### src/timer16_pkg.sv
// constants, register map and bus carrier for the 16-bit capture/compare timer
// assumes one cpu clock domain; the bus master is a plain strobe master
package timer16_pkg;

    // register offsets on the plain bus port
    localparam logic [3:0] OFS_CTRL_TWO = 4'h1;
    localparam logic [3:0] OFS_CTRL_ONE = 4'h2;
    localparam logic [3:0] OFS_FLAGS = 4'h3;
    localparam logic [3:0] OFS_CAP_A_HIGH = 4'h4;
    localparam logic [3:0] OFS_CAP_A_LOW = 4'h5;
    localparam logic [3:0] OFS_CMP_A_HIGH = 4'h6;
    localparam logic [3:0] OFS_CMP_A_LOW = 4'h7;
    localparam logic [3:0] OFS_CNT_HIGH = 4'h8;
    localparam logic [3:0] OFS_CNT_LOW = 4'h9;
    localparam logic [3:0] OFS_ALT_CNT_HIGH = 4'hA;
    localparam logic [3:0] OFS_ALT_CNT_LOW = 4'hB;
    localparam logic [3:0] OFS_CAP_B_HIGH = 4'hC;
    localparam logic [3:0] OFS_CAP_B_LOW = 4'hD;
    localparam logic [3:0] OFS_CMP_B_HIGH = 4'hE;
    localparam logic [3:0] OFS_CMP_B_LOW = 4'hF;

    // control one fields
    localparam int C1_CAP_IRQ = 7;
    localparam int C1_CMP_IRQ = 6;
    localparam int C1_OVF_IRQ = 5;
    localparam int C1_FORCE_B = 4;
    localparam int C1_FORCE_A = 3;
    localparam int C1_LEVEL_B = 2;
    localparam int C1_CAP_A_EDGE = 1;
    localparam int C1_LEVEL_A = 0;
    // control two fields
    localparam int C2_PIN_A_EN = 7;
    localparam int C2_PIN_B_EN = 6;
    localparam int C2_SINGLE = 5;
    localparam int C2_PWM = 4;
    localparam int C2_CLK_HI = 3;
    localparam int C2_CLK_LO = 2;
    localparam int C2_CAP_B_EDGE = 1;
    localparam int C2_EXT_EDGE = 0;

    // flag vector index; status bit is index plus FLAG_SHIFT
    localparam int FLAG_SHIFT = 3;
    localparam int F_CMP_B = 0;
    localparam int F_CAP_B = 1;
    localparam int F_OVF = 2;
    localparam int F_CMP_A = 3;
    localparam int F_CAP_A = 4;
    localparam int NUM_FLAGS = 5;

    // reset and load values
    localparam logic [7:0] CTRL_RESET = 8'h00;
    localparam logic [15:0] CNT_INIT = 16'hFFFC;
    localparam logic [15:0] CNT_TOP = 16'hFFFF;
    localparam logic [15:0] CMP_RESET = 16'h8000;
    localparam logic [15:0] CAP_RESET = 16'h0000;
    localparam logic [7:0] ZERO_BYTE = 8'h00;

    // clock select codes and prescaler masks
    localparam logic [1:0] CLK_DIV4 = 2'h0;
    localparam logic [1:0] CLK_DIV2 = 2'h1;
    localparam logic [1:0] CLK_DIV8 = 2'h2;
    localparam logic [1:0] CLK_EXT = 2'h3;
    localparam logic [2:0] PRE_MASK4 = 3'h3;
    localparam logic [2:0] PRE_MASK2 = 3'h1;
    localparam logic [2:0] PRE_MASK8 = 3'h7;

    // output pin mode
    typedef enum logic [1:0] {MODE_COMPARE, MODE_SINGLE, MODE_PWM} pin_mode_t;

    // one bus request as the master drives it
    typedef struct packed {
        logic [3:0] addr;
        logic [7:0] wdata;
        logic wr;
        logic rd;
    } bus_req_t;

endpackage

### src/timer16_ctrl_status_irq.sv
// control, status and interrupt logic of a 16-bit capture/compare timer
// assumes pins arrive asynchronous to mclk and a strobe bus master on mclk
// Operation
// RULE1: one shared request, gated by enables and mask
// RULE2: enabled request wakes wait, never halt
// RULE3: capture enable passes either capture flag
// RULE4: compare enable passes either compare flag
// RULE5: overflow enable passes the overflow flag
// RULE6: force bit copies level b to pin b
// RULE7: force bit copies level a to pin a
// RULE8: level b on match b; pin a in pulse modes
// RULE9: capture a edge select, 1 rising
// RULE10: level a on match a to pin a
// RULE11: pin a enable only gates the pin
// RULE12: pin b enable only gates the pin
// RULE13: single pulse triggered by capture a edge
// RULE14: pwm: compare a width, compare b period
// RULE15: pwm wins over single pulse
// RULE16: clock select div4, div2, div8, external
// RULE17: no external pin: external select halts counter
// RULE18: capture b edge select, 1 rising
// RULE19: external clock edge select, 1 rising
// RULE20: status read only, low three bits zero
// RULE21: capture a flag, cleared by read then access
// RULE22: compare a flag, cleared by read then access
// RULE23: overflow flag on wrap, alternate low no clear
// RULE24: capture b flag, cleared by read then access
// RULE25: compare b flag, cleared by read then access
// RULE26: pwm never sets compare flags
// RULE27: request follows enabled flags while set
`timescale 1ns/1ns
module timer16_ctrl_status_irq #(
    parameter bit HAS_EXT_CLOCK = 1'b1
) (
    // clock and reset
    input wire logic mclk,
    input wire logic rst_n,
    // register port
    input timer16_pkg::bus_req_t bus_req,
    output logic [7:0] rdata,
    // cpu state
    input wire logic irq_mask,
    input wire logic wait_mode,
    input wire logic halt_mode,
    // pins
    input wire logic cap_a_pin,
    input wire logic cap_b_pin,
    input wire logic ext_clock_pin,
    output logic cmp_a_pin,
    output logic cmp_a_oe_n,
    output logic cmp_b_pin,
    output logic cmp_b_oe_n,
    // interrupt and wake
    output logic irq,
    output logic wake_req
);
    import timer16_pkg::*;

    logic [7:0] ctrl_one_reg;
    logic [7:0] ctrl_two_reg;
    logic [15:0] cnt_reg;
    logic [15:0] cnt_next;
    logic cnt_moved_reg;
    logic [2:0] pre_reg;
    logic [15:0] cmp_a_reg;
    logic [15:0] cmp_b_reg;
    logic [15:0] cap_a_reg;
    logic [15:0] cap_b_reg;
    logic cmp_a_armed_reg;
    logic cmp_b_armed_reg;
    logic [2:0] sync_a_reg;
    logic [2:0] sync_b_reg;
    logic [2:0] sync_x_reg;
    logic [NUM_FLAGS-1:0] flag_reg;
    logic [NUM_FLAGS-1:0] seen_reg;
    logic [NUM_FLAGS-1:0] flag_set;
    logic [NUM_FLAGS-1:0] flag_access;
    logic cmp_a_pin_reg;
    logic cmp_b_pin_reg;
    logic [7:0] rdata_reg;
    logic [7:0] rdata_next;
    pin_mode_t mode;

    // bus strobes decoded by address
    wire wr = bus_req.wr;
    wire rd = bus_req.rd;
    wire acc = wr | rd;
    wire [3:0] adr = bus_req.addr;
    wire flags_read = rd && (adr == OFS_FLAGS);
    wire cnt_low_acc = acc && (adr == OFS_CNT_LOW);
    wire cnt_clear = wr && (adr == OFS_CNT_LOW || adr == OFS_ALT_CNT_LOW);

    // mode: pwm takes precedence when both mode bits are set
    always_comb
    begin
        if (ctrl_two_reg[C2_PWM])
            mode = MODE_PWM; // [RULE15]
        else if (ctrl_two_reg[C2_SINGLE])
            mode = MODE_SINGLE;
        else
            mode = MODE_COMPARE;
    end
    wire in_pwm = (mode == MODE_PWM);
    wire in_single = (mode == MODE_SINGLE);

    // edge detect reads only the second and third synchroniser stages
    wire cap_a_rise = sync_a_reg[1] & ~sync_a_reg[2];
    wire cap_a_fall = ~sync_a_reg[1] & sync_a_reg[2];
    wire cap_b_rise = sync_b_reg[1] & ~sync_b_reg[2];
    wire cap_b_fall = ~sync_b_reg[1] & sync_b_reg[2];
    wire ext_rise = sync_x_reg[1] & ~sync_x_reg[2];
    wire ext_fall = ~sync_x_reg[1] & sync_x_reg[2];
    wire cap_a_edge = ctrl_one_reg[C1_CAP_A_EDGE] ? cap_a_rise : cap_a_fall; // [RULE9]
    wire cap_b_edge = ctrl_two_reg[C2_CAP_B_EDGE] ? cap_b_rise : cap_b_fall; // [RULE18]
    wire ext_edge = ctrl_two_reg[C2_EXT_EDGE] ? ext_rise : ext_fall; // [RULE19]

    // capture a is disconnected in pwm and becomes the trigger in single pulse
    wire cap_a_hit = cap_a_edge && (mode == MODE_COMPARE);
    wire single_trig = cap_a_edge && in_single; // [RULE13]

    // counter tick source; a part without the pin stalls on the external code
    wire [1:0] clk_sel = ctrl_two_reg[C2_CLK_HI:C2_CLK_LO];
    logic tick;
    always_comb
    begin
        case (clk_sel) // [RULE16]
            CLK_DIV4: tick = ((pre_reg & PRE_MASK4) == PRE_MASK4);
            CLK_DIV2: tick = ((pre_reg & PRE_MASK2) == PRE_MASK2);
            CLK_DIV8: tick = ((pre_reg & PRE_MASK8) == PRE_MASK8);
            CLK_EXT: tick = HAS_EXT_CLOCK ? ext_edge : 1'b0; // [RULE17]
            default: tick = 1'b0;
        endcase
    end
    // halt freezes the count, wait does not
    wire advance = tick && !halt_mode;

    // compare matches are judged once per new count value; a high write disarms
    wire match_a = cnt_moved_reg && cmp_a_armed_reg && (cnt_reg == cmp_a_reg);
    wire match_b = cnt_moved_reg && cmp_b_armed_reg && (cnt_reg == cmp_b_reg);
    wire pwm_restart = match_b && in_pwm; // [RULE14]
    wire overflow = advance && (cnt_reg == CNT_TOP);

    // next counter value: software clear, pulse restarts, then counting
    always_comb
    begin
        if (cnt_clear || pwm_restart || single_trig)
            cnt_next = CNT_INIT;
        else if (advance)
            cnt_next = cnt_reg + 16'h0001;
        else
            cnt_next = cnt_reg;
    end

    // flag set sources; pwm and single pulse suppress some compare flags
    assign flag_set[F_CAP_A] = cap_a_hit || pwm_restart || single_trig; // [RULE21]
    assign flag_set[F_CMP_A] = match_a && (mode == MODE_COMPARE); // [RULE22] [RULE26]
    assign flag_set[F_OVF] = overflow; // [RULE23]
    assign flag_set[F_CAP_B] = cap_b_edge; // [RULE24]
    assign flag_set[F_CMP_B] = match_b && !in_pwm; // [RULE25] [RULE26]

    // second step of each clearing sequence: access to the matching low byte
    assign flag_access[F_CAP_A] = acc && (adr == OFS_CAP_A_LOW);
    assign flag_access[F_CMP_A] = acc && (adr == OFS_CMP_A_LOW);
    assign flag_access[F_OVF] = cnt_low_acc; // [RULE23]
    assign flag_access[F_CAP_B] = acc && (adr == OFS_CAP_B_LOW);
    assign flag_access[F_CMP_B] = acc && (adr == OFS_CMP_B_LOW);

    // per flag: a status read while set arms the clear; a new event beats it
    genvar gi;
    generate
        for (gi = 0; gi < NUM_FLAGS; gi = gi + 1)
        begin : g_flag
            always_ff @(posedge mclk)
            begin
                if (!rst_n)
                begin
                    flag_reg[gi] <= 1'b0;
                    seen_reg[gi] <= 1'b0;
                end
                else
                begin
                    if (flag_set[gi])
                        flag_reg[gi] <= 1'b1;
                    else if (flag_access[gi] && seen_reg[gi])
                        flag_reg[gi] <= 1'b0;
                    if (flag_access[gi])
                        seen_reg[gi] <= 1'b0;
                    else if (flags_read && flag_reg[gi])
                        seen_reg[gi] <= 1'b1;
                end
            end
        end
    endgenerate

    // control register writes
    always_ff @(posedge mclk)
    begin
        if (!rst_n)
        begin
            ctrl_one_reg <= CTRL_RESET;
            ctrl_two_reg <= CTRL_RESET;
        end
        else if (wr)
        begin
            if (adr == OFS_CTRL_ONE)
                ctrl_one_reg <= bus_req.wdata;
            if (adr == OFS_CTRL_TWO)
                ctrl_two_reg <= bus_req.wdata;
        end
    end

    // compare values; writing the high byte holds off matching until the low byte
    always_ff @(posedge mclk)
    begin
        if (!rst_n)
        begin
            cmp_a_reg <= CMP_RESET;
            cmp_b_reg <= CMP_RESET;
            cmp_a_armed_reg <= 1'b1;
            cmp_b_armed_reg <= 1'b1;
        end
        else if (wr)
        begin
            case (adr)
                OFS_CMP_A_HIGH:
                begin
                    cmp_a_reg[15:8] <= bus_req.wdata;
                    cmp_a_armed_reg <= 1'b0;
                end
                OFS_CMP_A_LOW:
                begin
                    cmp_a_reg[7:0] <= bus_req.wdata;
                    cmp_a_armed_reg <= 1'b1;
                end
                OFS_CMP_B_HIGH:
                begin
                    cmp_b_reg[15:8] <= bus_req.wdata;
                    cmp_b_armed_reg <= 1'b0;
                end
                OFS_CMP_B_LOW:
                begin
                    cmp_b_reg[7:0] <= bus_req.wdata;
                    cmp_b_armed_reg <= 1'b1;
                end
                default:
                begin
                    cmp_a_armed_reg <= cmp_a_armed_reg;
                end
            endcase
        end
    end

    // counter, prescaler and capture registers
    always_ff @(posedge mclk)
    begin
        if (!rst_n)
        begin
            cnt_reg <= CNT_INIT;
            cnt_moved_reg <= 1'b0;
            pre_reg <= 3'h0;
            cap_a_reg <= CAP_RESET;
            cap_b_reg <= CAP_RESET;
        end
        else
        begin
            cnt_reg <= cnt_next;
            cnt_moved_reg <= advance;
            pre_reg <= pre_reg + 3'h1;
            if (cap_a_hit)
                cap_a_reg <= cnt_reg;
            if (cap_b_edge)
                cap_b_reg <= cnt_reg;
        end
    end

    // pin synchronisers: stage 0 feeds only stage 1
    always_ff @(posedge mclk)
    begin
        if (!rst_n)
        begin
            sync_a_reg <= 3'h0;
            sync_b_reg <= 3'h0;
            sync_x_reg <= 3'h0;
        end
        else
        begin
            sync_a_reg <= {sync_a_reg[1:0], cap_a_pin};
            sync_b_reg <= {sync_b_reg[1:0], cap_b_pin};
            sync_x_reg <= {sync_x_reg[1:0], ext_clock_pin};
        end
    end

    // compare output levels; the internal function runs whatever the pin enable
    always_ff @(posedge mclk)
    begin
        if (!rst_n)
        begin
            cmp_a_pin_reg <= 1'b0;
            cmp_b_pin_reg <= 1'b0;
        end
        else
        begin
            if (mode != MODE_COMPARE && (pwm_restart || single_trig))
                cmp_a_pin_reg <= ctrl_one_reg[C1_LEVEL_B]; // [RULE8] [RULE13] [RULE14]
            else if (match_a || ctrl_one_reg[C1_FORCE_A])
                cmp_a_pin_reg <= ctrl_one_reg[C1_LEVEL_A]; // [RULE7] [RULE10]
            if ((match_b && mode == MODE_COMPARE) || ctrl_one_reg[C1_FORCE_B])
                cmp_b_pin_reg <= ctrl_one_reg[C1_LEVEL_B]; // [RULE6] [RULE8]
        end
    end
    // pin enables hand the pins over and nothing else
    assign cmp_a_pin = cmp_a_pin_reg;
    assign cmp_b_pin = cmp_b_pin_reg;
    assign cmp_a_oe_n = ~ctrl_two_reg[C2_PIN_A_EN]; // [RULE11]
    assign cmp_b_oe_n = ~ctrl_two_reg[C2_PIN_B_EN]; // [RULE12]

    // shared request: level, follows the enabled flags with no memory of its own
    wire cap_req = ctrl_one_reg[C1_CAP_IRQ] && (flag_reg[F_CAP_A] || flag_reg[F_CAP_B]); // [RULE3]
    wire cmp_req = ctrl_one_reg[C1_CMP_IRQ] && (flag_reg[F_CMP_A] || flag_reg[F_CMP_B]); // [RULE4]
    wire ovf_req = ctrl_one_reg[C1_OVF_IRQ] && flag_reg[F_OVF]; // [RULE5]
    wire any_req = cap_req || cmp_req || ovf_req; // [RULE27]
    assign irq = any_req && !irq_mask; // [RULE1]
    // halt stops the cpu clock tree, so only wait may be left on a timer event
    assign wake_req = any_req && wait_mode && !halt_mode; // [RULE2]

    // read data mux; status low bits and unmapped addresses read zero
    always_comb
    begin
        case (adr)
            OFS_CTRL_ONE: rdata_next = ctrl_one_reg;
            OFS_CTRL_TWO: rdata_next = ctrl_two_reg;
            OFS_FLAGS: rdata_next = {flag_reg, 3'h0}; // [RULE20]
            OFS_CAP_A_HIGH: rdata_next = cap_a_reg[15:8];
            OFS_CAP_A_LOW: rdata_next = cap_a_reg[7:0];
            OFS_CMP_A_HIGH: rdata_next = cmp_a_reg[15:8];
            OFS_CMP_A_LOW: rdata_next = cmp_a_reg[7:0];
            OFS_CNT_HIGH: rdata_next = cnt_reg[15:8];
            OFS_CNT_LOW: rdata_next = cnt_reg[7:0];
            OFS_ALT_CNT_HIGH: rdata_next = cnt_reg[15:8];
            OFS_ALT_CNT_LOW: rdata_next = cnt_reg[7:0];
            OFS_CAP_B_HIGH: rdata_next = cap_b_reg[15:8];
            OFS_CAP_B_LOW: rdata_next = cap_b_reg[7:0];
            OFS_CMP_B_HIGH: rdata_next = cmp_b_reg[15:8];
            OFS_CMP_B_LOW: rdata_next = cmp_b_reg[7:0];
            default: rdata_next = ZERO_BYTE;
        endcase
    end

    // read data stands only in the cycle after the strobe
    always_ff @(posedge mclk)
    begin
        if (!rst_n)
            rdata_reg <= ZERO_BYTE;
        else
            rdata_reg <= rd ? rdata_next : ZERO_BYTE;
    end
    assign rdata = rdata_reg;

endmodule

### config.mk
export PLATFORM = sky130hd
export DESIGN_NAME = timer16_ctrl_status_irq
export DESIGN_NICKNAME = d
export VERILOG_FILES = /design/src/timer16_pkg.sv /design/src/timer16_ctrl_status_irq.sv
export SDC_FILE = /design/constraint.sdc
export NUM_CORES = 1
export LEC_CHECK = 0
export ABC_AREA = 1
export BUFFER_PORTS_ARGS = -buffer_cell sky130_fd_sc_hd__buf_2
export CORE_UTILIZATION = 30
export CTS_BUF_LIST = sky130_fd_sc_hd__clkbuf_16
export DETAILED_ROUTE_END_ITERATION = 10
export SKIP_LAST_GASP = 1
export SLEW_MARGIN = 0
export SYNTH_ARGS = -nofsm -noshare
export SYNTH_HDL_FRONTEND = slang
export SYNTH_SLANG_ARGS = --single-unit
### constraint.sdc
create_clock -name mclk -period 1.8 [get_ports mclk]
set_clock_uncertainty 0.05 [all_clocks]
set_input_delay 0 -clock mclk [delete_from_list [all_inputs] [get_ports mclk]]
set_output_delay 0 -clock mclk [all_outputs]
set_load 0.01 [all_outputs]
Word-level counts from Yosys, hierarchy flattened --
Cells that the tools add are included.
Storage, ports and cells: flip-flop bits (word level) 131, input port bits 22, logic and storage cells 172
Cells by class: add/sub/neg operators 2, equal/unequal tests 25, mux-type cells 21, bitwise logic cells 16, reduce and logical (&&, ||, !) cells 79
Operators by type and width (number):
- case mux 8 bit (13 select lines) | 1
- logical AND 1 bit | 36
- == test 16 bit | 2
- == test 4 bit, second input constant | 8
- AND reduction 2 bit | 9
- nonzero test 2 bit | 9
- adder 16 x 1 -> 16 bit, second input constant | 1
- == test 16 bit, second input constant | 1
- == test 4 x 3 -> 1 bit, second input constant | 4
- 2-to-1 mux 1 bit | 16
- OR reduction 2 bit | 8
- logical OR 1 bit | 12
- inverter 1 bit | 9
- == test 2 bit, second input constant | 4
- == test 4 x 2 -> 1 bit, second input constant | 2
- AND 1 bit | 6
- == test 2 x 1 -> 1 bit, second input constant | 2
- == test 4 x 1 -> 1 bit, second input constant | 1
- zero test 2 bit | 2
- case mux 1 bit (2 select lines) | 2
- case mux 1 bit (4 select lines) | 1
- adder 3 x 1 -> 3 bit, second input constant | 1
- == test 3 bit, second input constant | 1
- zero test 1 bit | 3
- other kinds (2) | 2

Longest topological paths before layout --
Gate-level depths: netlist of the first run.
depth after elaboration 7, depth in mapped cells 13

Worst setup path before layout of the first run --
No wires, ideal clock.
path kind register to register, start point register pre_reg[0], end point register cnt_reg[11], arrival 1530 ps, required time 1691 ps, setup slack 160 ps, stages on the path, launching flop included 12, clock period less this slack 1640 ps, cell sequence dfxtp_1 > ha_1 > ha_1 > nand2_1 > nand3_1 > nand2_1 > a31oi_1 > buf_2 > nand2_1 > nor2_1 > nand3_1 > nand3_2
On the way: cells in the longest elaborated chain, start to end 3, elaborated cells between the ends (all ways) 4, those cells by class eq/ne: 2; mux: 1; reduce/logical: 1
RTL lines:
- from (decl) | line timer16_ctrl_status_irq.sv:64 | logic [2:0] pre_reg;
- from (signal assigned) | line timer16_ctrl_status_irq.sv:268 | pre_reg <= pre_reg + 3'h1;
- == test 3 bit / == test 2 bit (equally long branches) | line timer16_ctrl_status_irq.sv:129, timer16_ctrl_status_irq.sv:127
- case mux 1 bit (4 select lines) * | line timer16_ctrl_status_irq.sv:126 | case (clk_sel)
- logical AND 1 bit * | line timer16_ctrl_status_irq.sv:135 | wire advance = tick && !halt_mode;
- to (signal assigned) | line timer16_ctrl_status_irq.sv:266 | cnt_reg <= cnt_next;
- to (decl) | line timer16_ctrl_status_irq.sv:61 | logic [15:0] cnt_reg;
Mark *: on every way between the ends. The rest lies on a longest branch, timed or not. A chain may end at the register's enable or synchronous reset.

Worst setup path after layout of the first run --
Ends and elaborated chain as after synthesis.

==> results of run 1 <==
through the flow:
step | TNS [ns] | instances | power, mW
finish | 0 | 1247 | 7.026
global placement | 0 | 1194 | 3.656
floorplan | 0 | 868 | 3.423
CTS | 0 | 1245 | 7.010
global route | -0.02935 | 1247 | 7.248
detailed placement | 0 | 1194 | 3.661
critical path, cell delays in order (launching register included):
cell	delay, ns
dfxtp_2	0.33
ha_2	0.17
ha_1	0.14
nand2_1	0.06
nand3_2	0.09
nand2_2	0.06
a31oi_4	0.19
buf_6	0.15
nand2_1	0.07
nor2_2	0.18
nand3_2	0.09
nand3_2	0.07
how the worst min path moves through the flow:
stage                  startpoint            end  slack [ns]
floorplan               cap_a_pin  sync_a_reg[0]        0.05
global placement    ext_clock_pin  sync_x_reg[0]        0.13
detailed placement  ext_clock_pin  sync_x_reg[0]        0.14
CTS                   bus_req[11]    seen_reg[2]        0.01
global route          bus_req[11]    seen_reg[2]        0.02
finish                bus_req[11]    seen_reg[2]        0.01
power groups by stage:
stage          clock network, mW  registers [mW]  logic, mW
2_1_floorplan                  0            3.10      0.326
3_3_place_gp                   0            3.11      0.548
3_5_place_dp                   0            3.11      0.552
4_1_cts                     3.38            3.05      0.586
5_1_grt                     3.52            3.06      0.668
6_report                    3.37            3.05      0.607
cell usage after synthesis, types with 2 or more instances:
| library cell | instances | area share |
|---|---|---|
| nand3_2 | 4 | 0.0065 |
| dfxtp_1 | 131 | 0.43 |
| o22ai_1 | 22 | 0.022 |
| nand2_2 | 7 | 0.0071 |
| o21ai_1 | 12 | 0.0098 |
| inv_2 | 19 | 0.012 |
| o211ai_2 | 6 | 0.012 |
| ha_1 | 3 | 0.0061 |
| clkbuf_1 | 16 | 0.0098 |
| nand3_1 | 42 | 0.034 |
| a31oi_1 | 11 | 0.011 |
| nor2_2 | 6 | 0.0061 |
| o21ai_0 | 82 | 0.067 |
| nand4_1 | 12 | 0.012 |
| o211ai_1 | 6 | 0.0073 |
| a21oi_1 | 94 | 0.077 |
| nor2_4 | 4 | 0.0073 |
| nor3_1 | 17 | 0.014 |
| a211oi_1 | 2 | 0.0024 |
| nor2_1 | 60 | 0.037 |
| buf_2 | 10 | 0.0082 |
| xor2_1 | 9 | 0.013 |
| nand2_1 | 179 | 0.11 |
| inv_1 | 101 | 0.062 |
logic make-up after synthesis:
family / count (synthesis) / synth area share
compound gates: 241 / 0.2186
flops: 131 / 0.4278
fa+ha+maj: 3 / 0.006124
buf+inv: 149 / 0.09594
xor+xnor: 10 / 0.01429
simple gates: 334 / 0.2372
layout make-up:
| type | instances | area [um2] | share of cell area |
|---|---|---|---|
| clock inverters | 15 | 141.4 | 0.01810 |
| clock buffers | 17 | 425.4 | 0.05445 |
| well taps | 265 | 331.6 | 0.04244 |
| multi-input cells | 588 | 2975 | 0.3808 |
| flip-flops and latches | 131 | 2633 | 0.3370 |
| repair buffers | 110 | 852.1 | 0.1091 |
| inverters | 121 | 454.2 | 0.05814 |
routing by layer:
layer | vias to the layer above | share of wire | GRT usage
met3 | 43 | 0.086 | 0.05063
li1 | 3089 | - | -
met1 | 2955 | 0.45 | 0.2901
met4 | 0 | 0.027 | 0.08085
met2 | 274 | 0.44 | 0.3279
met5 | - | 0 | 0
cell usage in the layout, fill, tap and decap left out, drive strengths merged:
master,synthesis,final
nand4,12,12
o211ai,12,12
bufinv,0,2
and2,1,1
o2bb2ai,1,1
ha,3,3
o21a,1,1
nor4,1,1
clkinv,1,10
o2111ai,1,1
clkinvlp,0,3
xor2,9,9
nand3,46,46
a21oi,94,94
a31oi,11,11
xnor2,1,1
inv,120,121
dfxtp,131,131
o221ai,1,1
a21o,1,1
nor2,70,70
nand2,186,186
nor3,17,17
o21ai,95,95
buf,12,91
o22ai,22,22
nand3b,1,1
dlygate4sd3,0,19
a211oi,2,2
clkbuf,16,17
repair_timing:
| item | in CTS | in global routing |
|---|---|---|
| gates resized for setup | 1 | 23 |
| setup buffers | 0 | 2 |
| pin swaps | 0 | 4 |
| hold endpoints to repair | 62 | 0 |
| hold buffers | 19 | 0 |
| endpoints found under the setup margin | 1 | 17 |
==> reports/results.ini, run 1 <==
[place]
gp_congestion = 0.9752
dp_hpwl_mm = 16.07
portBuffers = 35
postPlaceCellArea_um2 = 6967
pre_cts_ws_ns = 0.01572

[synth]
syn_nets = 893
synth_warnings = 0
yosys_register_bits = 131
post_synth_instance_area_um2 = 6130
syn_area_per_cell_um2 = 7.062
synth_cell_type_count = 37
synth_edf_count = 0
synthFlopType = dfxtp_1
netlist_instances = 868
ys_seq_area_frac = 0.4278
async_flop_share = 0

[grt]
grt_usage = 0.2143
grt_pass1_vias = 5812
grt_antenna_before_repair = 0
grt_remaining_overflow = 0
grt_pass1_wl_mm = 33.98
grt_max_degree = 34

[critical_path]
cp-end-kind = flip-flop
required_ns = 2.12
reg2reg_depth = 11
criticalPathCategory = reg2reg
arrival_ns = 2.02
rrSetupSlack_ns = 0.1
crit_end = cnt_reg[11]
r2r_end = cnt_reg[11]
r2r-start = pre_reg[0]
crit_start = pre_reg[0]
crit_fanout = 4
crit_path_start_kind = flip-flop

[clock_tree]
clk_pin_slew_ns = 0.06
clk_path_buf_depth = 2
clock_latency_ns = 0.43
cts_root_buf = clkbuf_16
htreeDepth = 4
cts.sinks = 131
tritoncts = yes
cts_made_buffers = 17

[die]
boundaryPins = 36
rows = 51
die_area_um2 = 21010
die_h_um = 144.9
die_x_um = 144.9
coreArea_um2 = 19720
initial_core_util = 0.3109

[timing]
fin_hold_ws_ns = 0.01347
max_freq_mhz = 588.1
fin_crit_ns = 1.700
layout_setup_ws_ns = 0.09957
slew_viol_final = 0
finalSetupViolations = 0
tightest_slew_ns = 0.5706
slew_headroom = 0.6192
post-route-period-util = 0.9447
hold_viol = 0

[status]
outcome = finished, final reports clean

[min_path]
hold_depth = 3
worstHoldPathType = in2reg

[route]
vias_per_cell = 5.101
first_pass_iters = 6
antenna_left = 0
wl_per_cell_um = 17.71
drc = 0
vias = 6361
wl_mm = 22.08
drt_iter0_drc = 570

[flow_run]
drv_cap = 0

[finish]
fin_nets = 994
nFillCells = 2028
syn2layout_area_growth_pct = 27.45
antenna_cells = 0
final_area_um2 = 7812
drive_gt1_frac = 0.1925
post-route-util = 0.3962

[pwr]
leakagePower_nw = 3.393
power_density_nw_per_um2 = 899.3
power_switching_mw = 1.794
p_sw_frac = 0.2553
peakVddDrop_v = 0.0005717
p_int_mw = 5.232
power.share.clock = 0.480
seq_power_share = 0.434
p_comb_frac = 0.086

No activity file was read; power rests on OpenSTA's default activity.
==> run 2, diff against run 1 <==
Settings changed: CORE_MARGIN from default to 2.
==> run 2 against run 1 <==
Against the previous run:
- hold slack better by 0.012 ns
- first-iteration DRC count up 18%
- routed wire length down 1.3%
- cell count down 0.56%
- critical path depth unchanged
- sequential share of layout area up 0.84 points
- via count down 1.6%
- highest routed layer is now met5
==> reports/results.ini, run 2 (synthesis gave the netlist of run 1 again) <==
[finish]
layout_commonest_cell = nand2_1
antenna_cells = 0  ; unchanged
drive_gt1_frac = 0.1670  ; -0.02545
fin_nets = 984  ; -1.0%
layout_common_cells = 178 x nand2_1, 129 x dfxtp_1, 105 x inv_1
syn2layout_area_growth_pct = 24.00
final_area_um2 = 7601  ; -2.7%

[pwr]
p_int_mw = 5.023  ; -4.0%
power_density_nw_per_um2 = 883.2  ; -1.8%
post-layout-total-power_mw = 6.713  ; -4.4%
peakVddDrop_v = 0.0004448  ; -22%
seq_power_share = 0.454  ; +0.020
leakagePower_nw = 3.334  ; -1.7%
p_comb_frac = 0.088  ; +0.002
p_sw_frac = 0.2518  ; -0.003517
power_switching_mw = 1.691  ; -5.8%
power.share.clock = 0.458  ; -0.022

[clock_tree]
cts_root_buf = clkbuf_16
cts.sinks = 131  ; unchanged
clk_path_buf_depth = 2  ; unchanged
cts_made_buffers = 17  ; unchanged
htreeDepth = 4  ; unchanged
tritoncts = yes
clk_pin_slew_ns = 0.06  ; about the same
clock_latency_ns = 0.43  ; about the same

[min_path]
hold_depth = 3  ; unchanged
whs_endpoint = seen_reg[2]
worstHoldPathType = in2reg
hp-start = bus_req[11]

[grt]
busiest_layer = met2
grt_util_met2 = 0.3099  ; -0.01803
grt_pass1_wl_mm = 33.36  ; -1.8%
grt_antenna_before_repair = 1  ; +1
grt_usage = 0.2041  ; -0.01018
grt_use_met3 = 0.05342  ; +0.002787
grt_pass1_vias = 5659  ; -2.6%
grt_use_met1 = 0.2801  ; -0.009959
grt_max_degree = 43  ; +26%
grt_remaining_overflow = 0  ; unchanged

[critical_path]
rrSetupSlack_ns = 0.05  ; -0.05 ns
r2r-start = cnt_reg[11]
r2r_end = cmp_a_pin
slowest_stage = dfxtp_1
slowest_delay_ns = 0.49  ; +0.16 ns
reg2reg_depth = 11  ; unchanged
cp_cell_sequence = inv_1 > nand2_1 > o21ai_0 > nor2_1 > nand2_1 > nor2_1 > nand3_1 > nand3_1 > nand3_1 > nand2_1 > inv_1
crit_fanout = 6  ; +2
criticalPathCategory = reg2reg
arrival_ns = 2.03  ; about the same
worst-path-buf-inv = 2  ; +1
required_ns = 2.08  ; -0.04 ns
cp-end-kind = flip-flop
crit_family = simple AND/OR/NAND/NOR gates
crit_path_start_kind = flip-flop

[die]
die_area_um2 = 21590  ; +2.8%
rows = 52  ; +2.0%
die_h_um = 146.9  ; +1.4%
boundaryPins = 36  ; unchanged
die_x_um = 146.9  ; +1.4%
initial_core_util = 0.3039  ; -0.006962
coreArea_um2 = 20170  ; +2.3%

[status]
outcome = finished, final reports clean

[timing]
fin_hold_ws_ns = 0.02518  ; +0.01171 ns
slew_viol_final = 0  ; unchanged
slew_headroom = 0.5946  ; -0.02451
fin_crit_ns = 1.751  ; +0.05025 ns
finalSetupViolations = 0  ; unchanged
max_freq_mhz = 571.2  ; -2.9%
rsz0062_at_grt = true
hold_viol = 0  ; unchanged
post-route-period-util = 0.9726  ; +0.02792
tightest_slew_ns = 0.6074  ; +0.03673 ns
fin_tns_setup_ns = 0  ; unchanged

[route]
antenna_left = 0  ; unchanged
drc = 0  ; unchanged
vias_per_cell = 5.049  ; -1.0%
wl_mm = 21.80  ; -1.3%
vias = 6261  ; -1.6%
drt_iter0_drc = 671  ; +18%
first_pass_iters = 5  ; -1
wl_per_cell_um = 17.58  ; -0.72%

[flow_run]
drv_cap = 0  ; unchanged

[place]
gp_congestion = 1.054  ; +8.1%
portBuffers = 35  ; unchanged
postPlaceCellArea_um2 = 6878  ; -1.3%
dp_hpwl_mm = 16.05  ; -0.18%

run 2: how the worst max path moves through the flow:
stage / from / endpoint / slack, ns / depth (start not counted)
CTS: pre_reg[0] / cnt_reg[9] / -0.03 / 9
floorplan: pre_reg[0] / cnt_reg[11] / 0.16 / 11
global placement: pre_reg[0] / cnt_reg[1] / 0.02 / 9
finish: cnt_reg[11] / cmp_a_pin / 0.05 / 11
detailed placement: pre_reg[0] / cnt_reg[1] / -0.02 / 9
global route: pre_reg[0] / cnt_reg[11] / -0.09 / 9
run 2: what timing repair did:
item | 4_1_cts | 5_1_grt
hold endpoints to repair | 58 | 0
resized for setup | 1 | 11
pin swaps | 0 | 3
hold buffers | 15 | 0
buffers inserted | 0 | 2
setup endpoints to repair | 2 | 22
run 2: tightest hold or removal path: cells and delay by family:
family        cells  cell delay, ns
simple gates      2            0.26
buf+inv           1            0.19
run 2: power by group through the flow:
stage / logic, mW / registers [mW] / clock network (mW)
floorplan: 0.326 / 3.10 / 0
detailed placement: 0.540 / 3.11 / 0
global placement: 0.539 / 3.11 / 0
CTS: 0.567 / 3.05 / 3.10
finish: 0.588 / 3.05 / 3.08
global route: 0.642 / 3.06 / 3.24
run 2: area by class of cell:
cell class / count / area, um2
fill: 2140 / 12570
clock buffer: 17 / 425.4
multi-input combinational: 588 / 2960
inverter: 121 / 454.2
tap: 270 / 337.8
timing repair buffer: 100 / 716.9
sequential: 131 / 2625
clock inverter: 13 / 81.33
run 2: layer usage:
metal | vias up | routed length [um]
met1 | 2868 | 9712
met2 | 276 | 9359
li1 | 3061 | -
met3 | 54 | 1938
met4 | 2 | 782
met5 | - | 8
run 2: metrics by stage:
stage          worst slack [ns]  instances    util
3_5_place_dp           -0.02199       1193  0.3410
2_1_floorplan            0.1603        868       -
3_3_place_gp            0.02412       1193  0.3410
5_1_grt                -0.08639       1240  0.3769
4_1_cts                -0.02767       1238  0.3738
6_report                0.04932       1240  0.3769
